===== src/dscp_pkg.sv =====
// Purpose: shared constants for the serial DAC command port
// Assumes: 24-bit frames, MSB first, 4-bit command field
// Notes:   APB offsets are byte addresses of 32-bit words
package dscp_pkg;

  // ----------------------------------------------------------------
  // frame layout
  // ----------------------------------------------------------------
  localparam int           FRAME_BITS = 24;
  localparam int           CNT_W      = 5;
  localparam logic [4:0]   CNT_FRAME  = 5'h18;
  localparam logic [4:0]   CNT_MAX    = 5'h1F;
  localparam int           FIXED_BIT  = 20;
  localparam int           ADDR_MSB   = 19;
  localparam int           ADDR_LSB   = 16;

  // ----------------------------------------------------------------
  // commands
  // ----------------------------------------------------------------
  localparam logic [3:0] CMD_WR_IN     = 4'h1;
  localparam logic [3:0] CMD_UPDATE    = 4'h2;
  localparam logic [3:0] CMD_WR_UPD    = 4'h3;
  localparam logic [3:0] CMD_WR_CTRL   = 4'h4;
  localparam logic [3:0] CMD_DATA_RST  = 4'h7;
  localparam logic [3:0] CMD_DAISY_OFF = 4'h9;
  localparam logic [3:0] CMD_RB_IN     = 4'hA;
  localparam logic [3:0] CMD_RB_DAC    = 4'hB;
  localparam logic [3:0] CMD_RB_CTRL   = 4'hC;
  localparam logic [3:0] CMD_FULL_RST  = 4'hF;

  // ----------------------------------------------------------------
  // control register fields and codes
  // ----------------------------------------------------------------
  localparam int          CLR_MSB     = 10;
  localparam int          CLR_LSB     = 9;
  localparam int          TSD_BIT     = 6;
  localparam int          PV_MSB      = 4;
  localparam int          PV_LSB      = 3;
  localparam int          SC_BIT      = 12;
  localparam int          BO_BIT      = 11;
  localparam logic [10:0] CTRL_WMASK  = 11'h7_DF;
  localparam logic [10:0] CTRL_RST    = 11'h0_00;
  localparam logic [15:0] CODE_ZERO   = 16'h0000;
  localparam logic [15:0] CODE_MID    = 16'h8000;
  localparam logic [15:0] CODE_FULL   = 16'hFFFF;
  localparam logic [15:0] MASK_12     = 16'hFFF0;
  localparam logic [15:0] MASK_16     = 16'hFFFF;

  // ----------------------------------------------------------------
  // pin synchroniser lanes
  // ----------------------------------------------------------------
  localparam int PIN_N    = 6;
  localparam int P_SCLK   = 0;
  localparam int P_SYNC   = 1;
  localparam int P_SDI    = 2;
  localparam int P_LOAD   = 3;
  localparam int P_HWRST  = 4;
  localparam int P_CLEAR  = 5;

  // ----------------------------------------------------------------
  // apb map
  // ----------------------------------------------------------------
  localparam logic [7:0] OFS_FAULT  = 8'h00;
  localparam logic [7:0] OFS_STATUS = 8'h04;
  localparam logic [7:0] OFS_DAC    = 8'h08;
  localparam logic [7:0] OFS_CTRL   = 8'h0C;
  localparam int         FLT_SC     = 0;
  localparam int         FLT_BO     = 1;
  localparam int         FLT_OT     = 2;

  typedef enum logic [1:0] {
    ST_IDLE  = 2'b00,
    ST_SHIFT = 2'b01,
    ST_LATCH = 2'b11
  } dscp_state_t;

endpackage


===== src/dscp_top.sv =====
// Purpose: digital front end of a serial-input voltage DAC
// Assumes: pins arrive asynchronous to clk; sclk far below clk/4
// Notes:   fault conditions are injected through the apb fault word
//
// What this block does
// while frame select low, sample serial input on each serial clock fall
// a standalone frame holds exactly 24 falling edges, else it is invalid
// frame select rise latches, decodes and moves the word to its register
// frame is msb first: 3 ignored bits, zero bit, 4-bit address, 16 data
// twelve-bit variant takes data from bits 15..4, ignores bits 3..0
// decode no-ops, input write, update, write and update, control write
// 0111 is data reset, 1111 full reset, 1000 reserved
// 1010/1011/1100 read back input/dac/control; 1001 stops daisy shifting
// after a readback, the next frame carries the register out on sdo
// sdo goes high impedance whenever frame select is high
// sdo enabled from reset and needed for readback
// beyond 24 clocks older bits leave on sdo, changed on rising edges
// host gives 24 times n clocks for a chain of n devices
// host keeps exact clock count in free-running or gated mode
// load held low while shifting updates dac at frame select rise
// load high while shifting: later load fall with select high updates dac
// hardware reset pin restores power-on state like software full reset
// clear fall forces the clear code from control bits 10:9 until reload
// host holds clear low for the minimum pulse time
// alert low in power-up and resets, released after first control write
// on alert host reads control: bit 12 short, bit 11 brownout
// overtemperature pulls alert low; powers digital off only if enabled
// output clamped and buffer off until first control write
// a wrong-count frame changes nothing and runs no command
//
// The register addresses and register access over APB were chosen for this implementation.
`timescale 1ns/1ns
module dscp_top #(
  parameter int RES_BITS = 16
) (
  // system
  input  wire logic        clk,
  input  wire logic        rst_n,
  input  wire logic        ce,
  // apb slave
  input  wire logic [7:0]  paddr,
  input  wire logic        psel,
  input  wire logic        penable,
  input  wire logic        pwrite,
  input  wire logic [31:0] pwdata,
  output logic      [31:0] prdata,
  output logic             pready,
  output logic             pslverr,
  // serial link pins
  input  wire logic        sclk,
  input  wire logic        sync_n,
  input  wire logic        sdi,
  output logic             sdo,
  output logic             sdo_oe_n,
  // hardware control pins
  input  wire logic        load_output_n,
  input  wire logic        hw_reset_n,
  input  wire logic        clear_n,
  output logic             alert_n,
  // converter side
  output logic      [15:0] dac_code,
  output logic             out_clamp,
  output logic             digital_off
);

  generate
    if (RES_BITS != 16 && RES_BITS != 12) begin : g_bad_res
      $error("RES_BITS must be 12 or 16");
    end
  endgenerate

  localparam logic [15:0] DATA_MASK =
    (RES_BITS == 12) ? dscp_pkg::MASK_12 : dscp_pkg::MASK_16;

  function automatic logic [15:0] code_of(input logic [1:0] sel);
    unique case (sel)
      2'b00:   code_of = dscp_pkg::CODE_ZERO;
      2'b01:   code_of = dscp_pkg::CODE_MID;
      default: code_of = dscp_pkg::CODE_FULL;
    endcase
  endfunction

  // ----------------------------------------------------------------
  // pin synchronisers and edge finders
  // ----------------------------------------------------------------
  logic [dscp_pkg::PIN_N-1:0] pin_meta;
  logic [dscp_pkg::PIN_N-1:0] pin_sync;
  logic [dscp_pkg::PIN_N-1:0] pin_prev;
  wire  [dscp_pkg::PIN_N-1:0] pin_raw =
    {clear_n, hw_reset_n, load_output_n, sdi, sync_n, sclk};

  always_ff @(posedge clk) begin
    if (!rst_n) begin
      pin_meta <= 6'h3F;
      pin_sync <= 6'h3F;
      pin_prev <= 6'h3F;
    end else if (ce) begin
      pin_meta <= pin_raw;
      pin_sync <= pin_meta;
      pin_prev <= pin_sync;
    end
  end

  wire fall_w [dscp_pkg::PIN_N];
  wire rise_w [dscp_pkg::PIN_N];
  genvar gi;
  generate
    for (gi = 0; gi < dscp_pkg::PIN_N; gi++) begin : g_edge
      assign fall_w[gi] = pin_prev[gi] & ~pin_sync[gi];
      assign rise_w[gi] = ~pin_prev[gi] & pin_sync[gi];
    end
  endgenerate

  wire sclk_fall  = fall_w[dscp_pkg::P_SCLK];
  wire sclk_rise  = rise_w[dscp_pkg::P_SCLK];
  wire sync_fall  = fall_w[dscp_pkg::P_SYNC];
  wire sync_rise  = rise_w[dscp_pkg::P_SYNC];
  wire load_fall  = fall_w[dscp_pkg::P_LOAD];
  wire clear_fall = fall_w[dscp_pkg::P_CLEAR];
  wire sync_hi    = pin_sync[dscp_pkg::P_SYNC];
  wire load_lvl   = pin_sync[dscp_pkg::P_LOAD];
  wire sdi_lvl    = pin_sync[dscp_pkg::P_SDI];
  wire hw_rst     = ~pin_sync[dscp_pkg::P_HWRST];

  // ----------------------------------------------------------------
  // frame state
  // ----------------------------------------------------------------
  dscp_pkg::dscp_state_t state;
  dscp_pkg::dscp_state_t next_state;
  logic [23:0]           shreg;
  logic [4:0]            bit_cnt;
  logic [15:0]           input_reg;
  logic [15:0]           dac_reg;
  logic [10:0]           ctrl;
  logic                  sc_flag;
  logic                  bo_flag;
  logic                  configured;
  logic                  daisy_en;
  logic                  rb_active;
  logic [2:0]            fault;

  always_comb begin
    next_state = state;
    unique case (state)
      dscp_pkg::ST_IDLE:  if (sync_fall) next_state = dscp_pkg::ST_SHIFT;
      dscp_pkg::ST_SHIFT: if (sync_rise) next_state = dscp_pkg::ST_LATCH;
      dscp_pkg::ST_LATCH: next_state = dscp_pkg::ST_IDLE;
      default:            next_state = dscp_pkg::ST_IDLE;
    endcase
  end

  // ----------------------------------------------------------------
  // decode
  // ----------------------------------------------------------------
  wire [3:0]  cmd      = shreg[dscp_pkg::ADDR_MSB:dscp_pkg::ADDR_LSB];
  wire [15:0] data_in  = shreg[15:0] & DATA_MASK;
  // chained frames keep the last 24 bits; standalone needs exactly 24
  wire        cnt_ok   = daisy_en ? (bit_cnt >= dscp_pkg::CNT_FRAME)
                                  : (bit_cnt == dscp_pkg::CNT_FRAME);
  wire        frame_ok = cnt_ok && !shreg[dscp_pkg::FIXED_BIT]
                         && !digital_off;
  wire        do_cmd   = ce && state == dscp_pkg::ST_LATCH
                         && frame_ok;
  wire        is_rb    = cmd == dscp_pkg::CMD_RB_IN
                         || cmd == dscp_pkg::CMD_RB_DAC
                         || cmd == dscp_pkg::CMD_RB_CTRL;
  wire        soft_full = do_cmd && cmd == dscp_pkg::CMD_FULL_RST;
  wire        full_rst  = !rst_n || hw_rst || soft_full;
  wire        wr_ctrl   = do_cmd && cmd == dscp_pkg::CMD_WR_CTRL;
  wire [15:0] ctrl_rb   = {3'b000, sc_flag, bo_flag, ctrl};
  wire [15:0] rb_val    = (cmd == dscp_pkg::CMD_RB_IN)  ? input_reg :
                          (cmd == dscp_pkg::CMD_RB_DAC) ? dac_reg   :
                          ctrl_rb;
  wire [15:0] pv_code   =
    code_of(ctrl[dscp_pkg::PV_MSB:dscp_pkg::PV_LSB]) & DATA_MASK;
  wire [15:0] clr_code  =
    code_of(ctrl[dscp_pkg::CLR_MSB:dscp_pkg::CLR_LSB]) & DATA_MASK;
  wire        async_ld  = load_fall && sync_hi
                          && state == dscp_pkg::ST_IDLE;

  // ----------------------------------------------------------------
  // shift register, bit count, serial output
  // ----------------------------------------------------------------
  always_ff @(posedge clk) begin
    if (full_rst) begin
      state    <= dscp_pkg::ST_IDLE;
      shreg    <= 24'h00_0000;
      bit_cnt  <= 5'h00;
      sdo      <= 1'b0;
      sdo_oe_n <= 1'b1;
    end else if (ce) begin
      state <= next_state;
      if (state == dscp_pkg::ST_IDLE && sync_fall) begin
        bit_cnt  <= 5'h00;
        sdo      <= shreg[23];
        sdo_oe_n <= !(daisy_en || rb_active);
      end
      if (state == dscp_pkg::ST_SHIFT && sclk_fall) begin
        shreg <= {shreg[22:0], sdi_lvl};
        if (bit_cnt != dscp_pkg::CNT_MAX)
          bit_cnt <= bit_cnt + 5'h01;
      end
      if (state == dscp_pkg::ST_SHIFT && sclk_rise)
        sdo <= shreg[23];
      if (sync_rise || state != dscp_pkg::ST_SHIFT
          && next_state != dscp_pkg::ST_SHIFT)
        sdo_oe_n <= 1'b1;
      if (do_cmd && is_rb)
        shreg <= {4'h0, cmd, rb_val};
    end
  end

  // ----------------------------------------------------------------
  // data, dac and control registers
  // ----------------------------------------------------------------
  always_ff @(posedge clk) begin
    if (full_rst) begin
      input_reg  <= dscp_pkg::CODE_ZERO;
      dac_reg    <= dscp_pkg::CODE_ZERO;
      ctrl       <= dscp_pkg::CTRL_RST;
      configured <= 1'b0;
      daisy_en   <= 1'b1;
      rb_active  <= 1'b0;
    end else if (ce) begin
      if (state == dscp_pkg::ST_LATCH)
        rb_active <= do_cmd && is_rb;
      if (do_cmd) begin
        unique case (cmd)
          dscp_pkg::CMD_WR_IN: begin
            input_reg <= data_in;
            if (!load_lvl)
              dac_reg <= data_in;
          end
          dscp_pkg::CMD_UPDATE:
            dac_reg <= input_reg;
          dscp_pkg::CMD_WR_UPD: begin
            input_reg <= data_in;
            dac_reg   <= data_in;
          end
          dscp_pkg::CMD_WR_CTRL: begin
            ctrl       <= data_in[10:0] & dscp_pkg::CTRL_WMASK;
            configured <= 1'b1;
          end
          dscp_pkg::CMD_DATA_RST: begin
            input_reg <= pv_code;
            dac_reg   <= pv_code;
          end
          dscp_pkg::CMD_DAISY_OFF:
            daisy_en <= 1'b0;
          default: ;
        endcase
      end else if (async_ld) begin
        dac_reg <= input_reg;
      end
      if (clear_fall)
        dac_reg <= clr_code;
    end
  end

  // ----------------------------------------------------------------
  // fault flags, alert, power state
  // ----------------------------------------------------------------
  // a fault seen in the clearing cycle keeps its flag set
  always_ff @(posedge clk) begin
    if (full_rst) begin
      sc_flag     <= 1'b0;
      bo_flag     <= 1'b0;
      alert_n     <= 1'b0;
      out_clamp   <= 1'b1;
      digital_off <= 1'b0;
    end else if (ce) begin
      if (wr_ctrl) begin
        sc_flag <= 1'b0;
        bo_flag <= 1'b0;
      end
      if (fault[dscp_pkg::FLT_SC])
        sc_flag <= 1'b1;
      if (fault[dscp_pkg::FLT_BO])
        bo_flag <= 1'b1;
      alert_n <= configured && !fault[dscp_pkg::FLT_OT]
                 && !sc_flag && !bo_flag;
      out_clamp <= !configured;
      digital_off <= fault[dscp_pkg::FLT_OT]
                     && ctrl[dscp_pkg::TSD_BIT];
    end
  end

  assign dac_code = dac_reg;

  // ----------------------------------------------------------------
  // apb slave, zero wait states
  // ----------------------------------------------------------------
  wire hit_fault  = paddr == dscp_pkg::OFS_FAULT;
  wire hit_status = paddr == dscp_pkg::OFS_STATUS;
  wire hit_dac    = paddr == dscp_pkg::OFS_DAC;
  wire hit_ctrl   = paddr == dscp_pkg::OFS_CTRL;
  wire hit_any    = hit_fault || hit_status || hit_dac || hit_ctrl;
  wire apb_setup  = psel && !penable;
  wire apb_wr     = psel && penable && pready && pwrite && hit_fault;
  wire [31:0] rd_mux =
    hit_fault  ? {29'h0000_0000, fault} :
    hit_status ? {24'h00_0000, digital_off, daisy_en, rb_active,
                  out_clamp, alert_n, configured, state} :
    hit_dac    ? {input_reg, dac_reg} :
    hit_ctrl   ? {16'h0000, ctrl_rb} : 32'h0000_0000;

  always_ff @(posedge clk) begin
    if (!rst_n) begin
      pready  <= 1'b0;
      pslverr <= 1'b0;
      prdata  <= 32'h0000_0000;
      fault   <= 3'h0;
    end else if (ce) begin
      pready  <= apb_setup;
      pslverr <= apb_setup && !hit_any;
      prdata  <= (apb_setup && !pwrite) ? rd_mux : 32'h0000_0000;
      if (apb_wr)
        fault <= pwdata[2:0];
    end
  end
endmodule


===== config.mk =====
export PLATFORM = sky130hd
export DESIGN_NAME = dscp_top
export DESIGN_NICKNAME = d
export VERILOG_FILES = /design/src/dscp_pkg.sv /design/src/dscp_top.sv
export SDC_FILE = /design/constraint.sdc
export NUM_CORES = 1
export LEC_CHECK = 0
export BUFFER_PORTS_ARGS = -buffer_cell sky130_fd_sc_hd__clkbuf_2
export CAP_MARGIN = 20
export CELL_PAD_IN_SITES_DETAIL_PLACEMENT = 1
export CELL_PAD_IN_SITES_GLOBAL_PLACEMENT = 1
export CORE_MARGIN = 3
export CORE_UTILIZATION = 45
export CTS_CLUSTER_DIAMETER = 60
export DETAILED_ROUTE_END_ITERATION = 12
export PLACE_DENSITY_LB_ADDON = 0.1
export SKIP_LAST_GASP = 1
export SYNTH_ARGS = -nofsm -noshare
export SYNTH_HDL_FRONTEND = slang
export SYNTH_SLANG_ARGS = --single-unit
export TNS_END_PERCENT = 5

===== constraint.sdc =====
create_clock -name clk -period 5.7 [get_ports clk]
set_clock_uncertainty 0.05 [all_clocks]
set_input_delay 0.57 -clock clk [delete_from_list [all_inputs] [get_ports clk]]
set_output_delay 0.57 -clock clk [all_outputs]
set_load 0.01 [all_outputs]

==> results of run 1 <==
[cell usage in the layout, fill, tap and decap left out, drive strengths merged, types with 2 or more instances in the layout]
master	count
a22oi	32
o211ai	3
dfxtp	136
a32o	3
nand3	22
mux4	3
nand4	2
nand4b	2
buf	8
nand2b	7
clkinvlp	2
clkinv	8
a31oi	18
nor4	4
a21oi	74
clkbuf	98
a21boi	2
or2	3
and3	4
o21ai	39
nor3	5
a311oi	15
a221oi	5
nor2b	40
or3	3
o22ai	12
nor2	54
mux2	12
and2	2
inv	5
ha	3
mux2i	40
nor3b	3
nand2	92
[cell families (layout without fill, tap and decap cells)]
family | Yosys count | count (layout) | synth area share (%)
buffers and inverters | 69 | 122 | 4.86
adder cells (fa/ha/maj) | 3 | 3 | 0.597
flip-flops | 136 | 136 | 43.3
AND/OR/NAND/NOR | 250 | 250 | 19.7
AO/OA/AOI/OAI | 216 | 216 | 21.8
multiplexers | 55 | 55 | 9.83
[layout make-up]
type | instances | share of cell area (%)
clock buffer | 21 | 6.21
clock inverter | 10 | 1.10
inverter | 6 | 0.310
multi-input combinational | 524 | 45.1
sequential | 136 | 37.5
tap | 176 | 3.04
timing repair buffer | 85 | 6.69
[final timing paths]
| path | from | end | slack, ps | cells past startpoint |
|---|---|---|---|---|
| setup reg to reg | bit_cnt[0]$_SDFFE_PP0P_ | dac_code[10]$_SDFFE_PP0P_ | 2890 | 7 |
| setup / recovery | bit_cnt[0]$_SDFFE_PP0P_ | dac_code[10]$_SDFFE_PP0P_ | 2890 | 7 |
| hold reg to reg | pin_meta[4]$_SDFFE_PN1P_ | pin_meta[4]$_SDFFE_PN1P_ | 420 | 2 |
| hold / removal | sync_n | pin_meta[1]$_SDFFE_PN1P_ | 320 | 3 |
[routing by layer]
| metal | GRT usage (%) | up-vias | routed length, um |
|---|---|---|---|
| met5 | 0 | - | 0 |
| met2 | 43.3 | 219 | 9760 |
| met4 | 11.1 | 0 | 642 |
| li1 | - | 2709 | - |
| met3 | 6.62 | 40 | 1420 |
| met1 | 35.8 | 2919 | 9410 |
[critical path, cell delays in order (launching register included)]
cell      delay, ps
dfxtp_1         370
inv_1            90
ha_1            200
nor2b_1         180
o211ai_2        430
o211a_1         920
o21ai_0         290
a21oi_1         200
[cell usage after synthesis (all sizes together), types with 2 or more instances]
cell    count
a21boi      2
a21oi      74
a221oi      5
a22oi      32
a311oi     15
a31oi      18
a32o        3
and2        2
and3        4
buf        29
clkbuf     34
dfxtp     136
ha          3
inv         5
mux2       12
mux2i      40
mux4        3
nand2      92
nand2b      7
nand3      22
nand4       2
nand4b      2
nor2       54
nor2b      40
nor3        5
nor3b       3
nor4        4
o211ai      3
o21ai      39
o22ai      12
or2         3
or3         3
[power breakdown]
group          internal [mW]  switching, mW
logic                 0.0319         0.0599
registers              0.962         0.0156
clock network          0.602          0.410
==> run_results.csv, run 1 <==
group,metric,value,unit
cells_and_area,largest_reg_flops,32,
synth,synth_area_leaders,"dfxtp_1 (43%), mux2i_1 (6.4%), a21oi_1 (5.9%)",
die,io_pins,107,
route,post_drt_wl_per_cell,22.2,um
timing,maxSlewViolCount,0,
cts,cts.repair.resized,0,
route,wirelength,21.2,mm
timing,whs,318,ps
cells_and_area,area_growth,15.4,%
synth,ys_types,67,
cells_and_area,fillers,1626,
power,power,2.08,mW
place,routabilityCongestion,0.865,
place,dp_hpwl,13.8,mm
global_routing,grt_max_degree,54,
cells_and_area,final_area,7260,um^2
route,ant_nets,0,
timing,fmax,356,MHz
timing,setup_viol,0,
global_routing,antenna_found_initial,0,
route,routed_via_density,6.15,
worst_setup_path,cp.arrival,3100,ps
cells_and_area,top_register,"prdata",
die,die_w,124,um
place,numPortBuffers,77,
die,dieHeight,124,um
cts,cts-root-buf,"clkbuf_16",
die,start_util,46.7,%
cells_and_area,multiInputGateArea,3270,um^2
worst_setup_path,worst-path-max-fanout,31,
cts,clock_sinks,136,
power,p_leak,2.62,nW
cells_and_area,antenna_cells,0,
cts,htreeDepth,4,
synth,synth_area,6290,um^2
synth,synth_top_flop_cell,"dfxtp_1",
timing,setup_slack,2890,ps
cts,cts_tree,"built",
synth,synth.avg_cell_area,8.62,um^2
status,status,"completed",
power,powerDensity,287,nW/um^2
route,vias,5887,
cells_and_area,fin_util,53.9,%
synth,synthesis.yosys.warnings,0,
cts,clock_path_buffers,2,
global_routing,grt_pass1_vias,6073,
place,place_ws,2690,ps
route,drtPass1Iterations,5,
timing,relSlewSlack,24.7,%
timing,tns,0,ps
synth,synth_seq_cells,136,
worst_setup_path,worst-setup-path-type,"flop to flop",
timing,fin_crit_sh,49.3,%
synth,yosys.area.top_type_share,43.3,%
cts,cts_inserted_buffers,17,
cts,clk_pin_slew,60,ps
worst_setup_path,cp-end-kind,"flop",
synth,async_flop_share,0,%
worst_hold_path,hold_class,"input pin to flop",
cells_and_area,fin_cells,958,
worst_setup_path,crit_required,5990,ps
cts,cts_setup_buffers,0,
die,dieArea,15400,um^2
timing,max_slew.worst_pin.slew,1130,ps
synth,syn-num-nets,784,
die,core,13500,um^2
cells_and_area,regArea,2720,um^2
timing,rsz0062_at_grt,"no",
place,place_area,6700,um^2
cells_and_area,reg_top3,"prdata (32), shreg (24)",
global_routing,grt-ovfl-total,0,
global_routing,grt_pass1_wl,33.8,mm
die,core.rowCount,42,
global_routing,grtUsageTotal,27.3,%
synth,yosysTopAreaCell,"dfxtp_1",
cells_and_area,drive_gt1_share,18.3,%
run,drv_cap,0,
place,dp_cells,926,
timing,finalHoldViolCount,0,
cts,insertion_delay,420,ps
route,drt_iter0_drc,491,
route,drc,0,
synth,synth_edf_count,0,
cells_and_area,final_nets,825,
synth,ys_seq_area_share,43.3,%
cts,hold_buffers,0,
synth,syn_inst,729,
timing,min_period,2810,ps
power,ir_drop,181,uV
worst_setup_path,cp-start-kind,"flop",
No activity file was read; power rests on OpenSTA's default activity.
==> run 2: changes to the inputs <==
--- a/config.mk
+++ b/config.mk
@@ -10,7 +10,7 @@
 export CELL_PAD_IN_SITES_DETAIL_PLACEMENT = 1
 export CELL_PAD_IN_SITES_GLOBAL_PLACEMENT = 1
 export CORE_MARGIN = 3
-export CORE_UTILIZATION = 45
+export CORE_UTILIZATION = 38
 export CTS_CLUSTER_DIAMETER = 60
 export DETAILED_ROUTE_END_ITERATION = 12
 export PLACE_DENSITY_LB_ADDON = 0.1
==> constraint.sdc (replaced) <==
create_clock -name clk -period 2.5 [get_ports clk]
set_clock_uncertainty 0.05 [all_clocks]
set_input_delay 0.25 -clock clk [delete_from_list [all_inputs] [get_ports clk]]
set_output_delay 0.25 -clock clk [all_outputs]
set_load 0.01 [all_outputs]
==> run_results.csv, run 2 (synthesis results as in run 1) <==
group,metric,value,unit
timing,fin_crit_sh,91.0,%
route,post_drt_wl_per_cell,21.2,um
global_routing,grtUsageTotal,23.9,%
cells_and_area,largest_reg_flops,32,
timing,whs,17.0,ps
place,numPortBuffers,77,
route,drc,0,
worst_setup_path,cp-end-kind,"flop",
timing,setup_slack,224,ps
cts,hold_buffers,3,
cts,cts-root-buf,"clkbuf_16",
status,status,"completed",
timing,finalHoldViolCount,0,
route,drt_iter0_drc,410,
place,routabilityCongestion,0.860,
cells_and_area,final_nets,845,
power,power,5.00,mW
cts,cts_setup_buffers,0,
power,p_leak,2.73,nW
cts,insertion_delay,420,ps
die,die_w,135,um
global_routing,grt_max_degree,53,
route,ant_nets,0,
cells_and_area,fillers,1920,
worst_hold_path,hold_class,"input pin to flop",
timing,maxSlewViolCount,0,
cts,clock_path_buffers,2,
place,dp_hpwl,14.8,mm
cells_and_area,antenna_cells,0,
cts,htreeDepth,4,
timing,setup_viol,0,
die,start_util,39.2,%
cts,cts_inserted_buffers,17,
power,powerDensity,667,nW/um^2
cts,clk_pin_slew,60,ps
worst_setup_path,crit_required,2800,ps
global_routing,grt_pass1_wl,33.8,mm
worst_setup_path,cp.arrival,2580,ps
power,ir_drop,453,uV
die,dieHeight,135,um
cts,cts_tree,"built",
cells_and_area,fin_cells,1019,
die,io_pins,107,
global_routing,grt-ovfl-total,0,
route,drtPass1Iterations,5,
cells_and_area,top_register,"prdata",
cts,clock_sinks,136,
global_routing,grt_pass1_vias,6000,
run,drv_cap,0,
timing,min_period,2280,ps
route,wirelength,21.6,mm
worst_setup_path,worst-path-max-fanout,17,
cells_and_area,reg_top3,"prdata (32), shreg (24)",
die,core.rowCount,46,
cells_and_area,regArea,2720,um^2
cells_and_area,drive_gt1_share,20.3,%
cells_and_area,final_common_cell,"dfxtp_1",
timing,tns,0,ps
timing,relSlewSlack,42.3,%
route,vias,5872,
worst_setup_path,worst-setup-path-type,"flop to flop",
cells_and_area,multiInputGateArea,3270,um^2
die,core,16100,um^2
timing,fmax,439,MHz
die,dieArea,18100,um^2
cts,cts.repair.resized,0,
cells_and_area,area_growth,19.3,%
timing,max_slew.worst_pin.slew,865,ps
global_routing,antenna_found_initial,0,
place,dp_cells,984,
route,routed_via_density,5.76,
worst_setup_path,cp-start-kind,"flop",
place,place_ws,272,ps
cells_and_area,layout_common_cells,"dfxtp_1 (136), nand2_1 (92), clkbuf_2 (77)",
timing,rsz0062_at_grt,"no",
-- run 2: cell types whose count changed in the layout (fill, tap and decap cells not counted), sizes merged --
cell | before | now
clkinv | 8 | 6
bufinv | 1 | 2
buf | 8 | 25
dlygate4sd3 | 0 | 3
clkinvlp | 2 | 3
inv | 5 | 6
-- run 2: power by group --
part | total [mW] | switching [mW] | internal (mW)
sequential | 2.23 | 0.0338 | 2.19
combinational | 0.232 | 0.143 | 0.0882
clock | 2.54 | 0.971 | 1.57
-- run 2: worst paths after layout --
check                            from                       end  slack [ps]  depth (start not counted)
min                        hw_reset_n  pin_meta[4]$_SDFFE_PN1P_          20                          3
max            shreg[18]$_SDFFE_PP0P_    shreg[15]$_SDFFE_PP0P_         220                          5
min reg2reg  pin_meta[4]$_SDFFE_PN1P_  pin_sync[4]$_SDFFE_PN1P_         420                          2
max reg2reg    shreg[18]$_SDFFE_PP0P_    shreg[15]$_SDFFE_PP0P_         220                          5
-- run 2: layout make-up --
type / count / area share, %
sequential: 136 / 36.3
tap: 216 / 3.60
clock inverter: 11 / 1.60
clock buffer: 21 / 6.41
multi-input combinational: 524 / 43.6
timing repair buffer: 105 / 8.21
inverter: 6 / 0.300
-- run 2: worst max-delay path, stage by stage, from the launching register on --
cell and delay, ps:
dfxtp_1 590, nor2b_1 130, o21ai_1 270, or2_1 720, mux2_4 360, nor2_1 80
-- run 2: metrics by stage --
stage          util [%]  cell area, um^2
2_1_floorplan         -             6290
3_3_place_gp       42.8             6870
3_5_place_dp       42.8             6870
4_1_cts            46.7             7500
5_1_grt            46.7             7500
6_report           46.7             7500
-- run 2: routing by layer --
metal | GRT usage (%) | routed length (um) | vias up
met2 | 38.9 | 10100 | 176
li1 | - | - | 2752
met3 | 3.69 | 947 | 32
met1 | 32.0 | 9960 | 2912
met5 | 0 | 0 | -
met4 | 9.28 | 523 | 0
==> run 3: changes to the inputs <==
--- a/config.mk
+++ b/config.mk
@@ -6,13 +6,13 @@
 export NUM_CORES = 1
 export LEC_CHECK = 0
 export BUFFER_PORTS_ARGS = -buffer_cell sky130_fd_sc_hd__clkbuf_2
-export CAP_MARGIN = 20
 export CELL_PAD_IN_SITES_DETAIL_PLACEMENT = 1
 export CELL_PAD_IN_SITES_GLOBAL_PLACEMENT = 1
 export CORE_MARGIN = 3
-export CORE_UTILIZATION = 38
+export CORE_UTILIZATION = 42
 export CTS_CLUSTER_DIAMETER = 60
 export DETAILED_ROUTE_END_ITERATION = 12
+export HOLD_SLACK_MARGIN = 0.15
 export PLACE_DENSITY_LB_ADDON = 0.1
 export SKIP_LAST_GASP = 1
 export SYNTH_ARGS = -nofsm -noshare
==> constraint.sdc (replaced) <==
create_clock -name clk -period 2.3 [get_ports clk]
set_clock_uncertainty 0.05 [all_clocks]
set_input_delay 0.23 -clock clk [delete_from_list [all_inputs] [get_ports clk]]
set_output_delay 0.23 -clock clk [all_outputs]
set_load 0.01 [all_outputs]
==> run_results.csv, run 3 (synthesis results as in run 1) <==
group,metric,value,unit
status,status,"completed",
cells_and_area,final_common_cell,"dfxtp_1",
route,post_drt_wl_per_cell,20.9,um
power,power,5.61,mW
cts,htreeDepth,4,
die,core.rowCount,44,
cts,insertion_delay,420,ps
cts,clk_pin_slew,60,ps
cells_and_area,fillers,1733,
die,die_w,128,um
global_routing,grt_pass1_vias,6056,
worst_setup_path,cp-endpoint,"shreg[14]$_SDFFE_PP0P_",
power,p_leak,2.83,nW
worst_setup_path,r2r_cells,7,
timing,max_slew.worst_pin.slew,844,ps
cts,cts-root-buf,"clkbuf_16",
route,routed_via_density,5.92,
route,drc,0,
worst_setup_path,cp-start-kind,"flop",
global_routing,grt-ovfl-total,0,
timing,maxSlewViolCount,0,
global_routing,grtUsageTotal,26.0,%
place,routabilityCongestion,0.830,
worst_setup_path,worst-setup-path-type,"flop to flop",
worst_setup_path,ff2ff_setup_slack,90,ps
worst_setup_path,path_cells,"inv_1 -> ha_1 -> nor2b_1 -> o211ai_2 -> or2_1 -> mux2_4 -> nor2_1",
cells_and_area,antenna_cells,0,
worst_setup_path,crit_required,2610,ps
worst_setup_path,r2r-end,"shreg[14]$_SDFFE_PP0P_",
die,dieHeight,128,um
route,wirelength,21.0,mm
worst_setup_path,cp-end-kind,"flop",
cells_and_area,largest_reg_flops,32,
timing,rsz0062_at_grt,"yes",
route,drtPass1Iterations,5,
timing,setup_slack,87.1,ps
cts,clock_sinks,136,
place,dp_hpwl,14.4,mm
timing,fmax,452,MHz
worst_setup_path,slowest_delay,680,ps
route,vias,5941,
die,core,14600,um^2
cells_and_area,drive_gt1_share,21.0,%
cts,cts_inserted_buffers,17,
timing,setup_viol,0,
timing,finalHoldViolCount,0,
timing,tns,0,ps
power,ir_drop,522,uV
worst_setup_path,slowest_stage,"or2_1",
die,io_pins,107,
cells_and_area,layout_common_cells,"dfxtp_1 (136), nand2_1 (92), clkbuf_2 (77)",
global_routing,grt_max_degree,45,
worst_setup_path,rr_startpoint,"bit_cnt[0]$_SDFFE_PP0P_",
cells_and_area,top_register,"prdata",
worst_setup_path,crit_start,"bit_cnt[0]$_SDFFE_PP0P_",
run,drv_cap,0,
route,ant_nets,0,
cts,cts_tree,"built",
power,powerDensity,731,nW/um^2
die,start_util,43.1,%
cells_and_area,reg_top3,"prdata (32), shreg (24)",
cts,clock_path_buffers,2,
worst_setup_path,worst-path-max-fanout,17,
worst_hold_path,hold_class,"input pin to flop",
timing,whs,190,ps
timing,relSlewSlack,43.7,%
worst_setup_path,cp.arrival,2520,ps
cts,cts_setup_buffers,0,
global_routing,antenna_found_initial,1,
die,dieArea,16500,um^2
cells_and_area,final_nets,862,
route,drt_iter0_drc,437,
global_routing,grt_pass1_wl,33.4,mm
timing,min_period,2210,ps
place,place_ws,-70.6,ps
place,numPortBuffers,77,
timing,fin_crit_sh,96.2,%
cells_and_area,area_growth,22.1,%
cells_and_area,fin_util,52.6,%
## run 3: cell count changes in the layout (fill, tap and decap cells not counted), sizes merged
| cell | before | now |
|---|---|---|
| buf | 25 | 34 |
| dlygate4sd3 | 3 | 11 |
| bufinv | 2 | 4 |
| clkbuf | 98 | 97 |
| clkinv | 6 | 5 |
| clkinvlp | 3 | 4 |
| inv | 6 | 5 |
## run 3: worst min-delay path by stage
stage | startpoint | to | slack, ps | depth (start not counted)
final | ce | shreg[3]$_SDFFE_PP0P_ | 190 | 3
after global routing | ce | shreg[3]$_SDFFE_PP0P_ | 200 | 3
after CTS | ce | shreg[3]$_SDFFE_PP0P_ | 170 | 3
after detailed placement | sync_n | pin_meta[1]$_SDFFE_PN1P_ | 400 | 3
after global placement | clear_n | pin_meta[5]$_SDFFE_PN1P_ | 400 | 3
after floorplan | sclk | pin_meta[0]$_SDFFE_PN1P_ | 310 | 2
## run 3: timing repair
action / 4_1_cts / 5_1_grt
endpoints found under the hold margin: 10 / 0
endpoints found under the setup margin: 16 / 17
hold buffers: 11 / 0
gates resized for setup: 1 / 1
## run 3: metrics by stage
stage	cells	cell area, um^2
6_report	1004	7680
5_1_grt	1004	7680
4_1_cts	1004	7670
3_5_place_dp	961	6920
3_3_place_gp	961	6920
2_1_floorplan	729	6290
## run 3: metal layers
layer / wire (um) / vias up / GRT usage, %
li1: - / 2786 / -
met1: 9510 / 2922 / 34.6
met2: 9570 / 192 / 41.5
met3: 1300 / 39 / 5.11
met4: 618 / 2 / 10.5
met5: 20 / - / 0
## run 3: area by class of cell
cell class | instances | area [um^2] | share of cell area [%]
Tap cell | 184 | 230 | 3.00
Inverter | 6 | 22.5 | 0.293
Timing Repair Buffer | 122 | 788 | 10.3
Multi-Input combinational cell | 524 | 3280 | 42.8
Sequential cell | 136 | 2720 | 35.5
Clock buffer | 20 | 457 | 5.95
Clock inverter | 12 | 174 | 2.27
## run 3: critical path: cells and delay by family (launching register included)
family	cells	cell delay (ps)
muxes	1	350
AOI/OAI and AO/OA	1	170
buffers and inverters	1	90
DFF	1	360
and+or+nand+nor	3	930
adders and majority gates	1	200
## run 3: report_power, final
| group | switching, mW | total [mW] | internal [mW] |
|---|---|---|---|
| clock | 1.06 | 2.92 | 1.87 |
| sequential | 0.0369 | 2.42 | 2.38 |
| combinational | 0.154 | 0.263 | 0.109 |
| total | 1.25 | 5.61 | 4.36 |
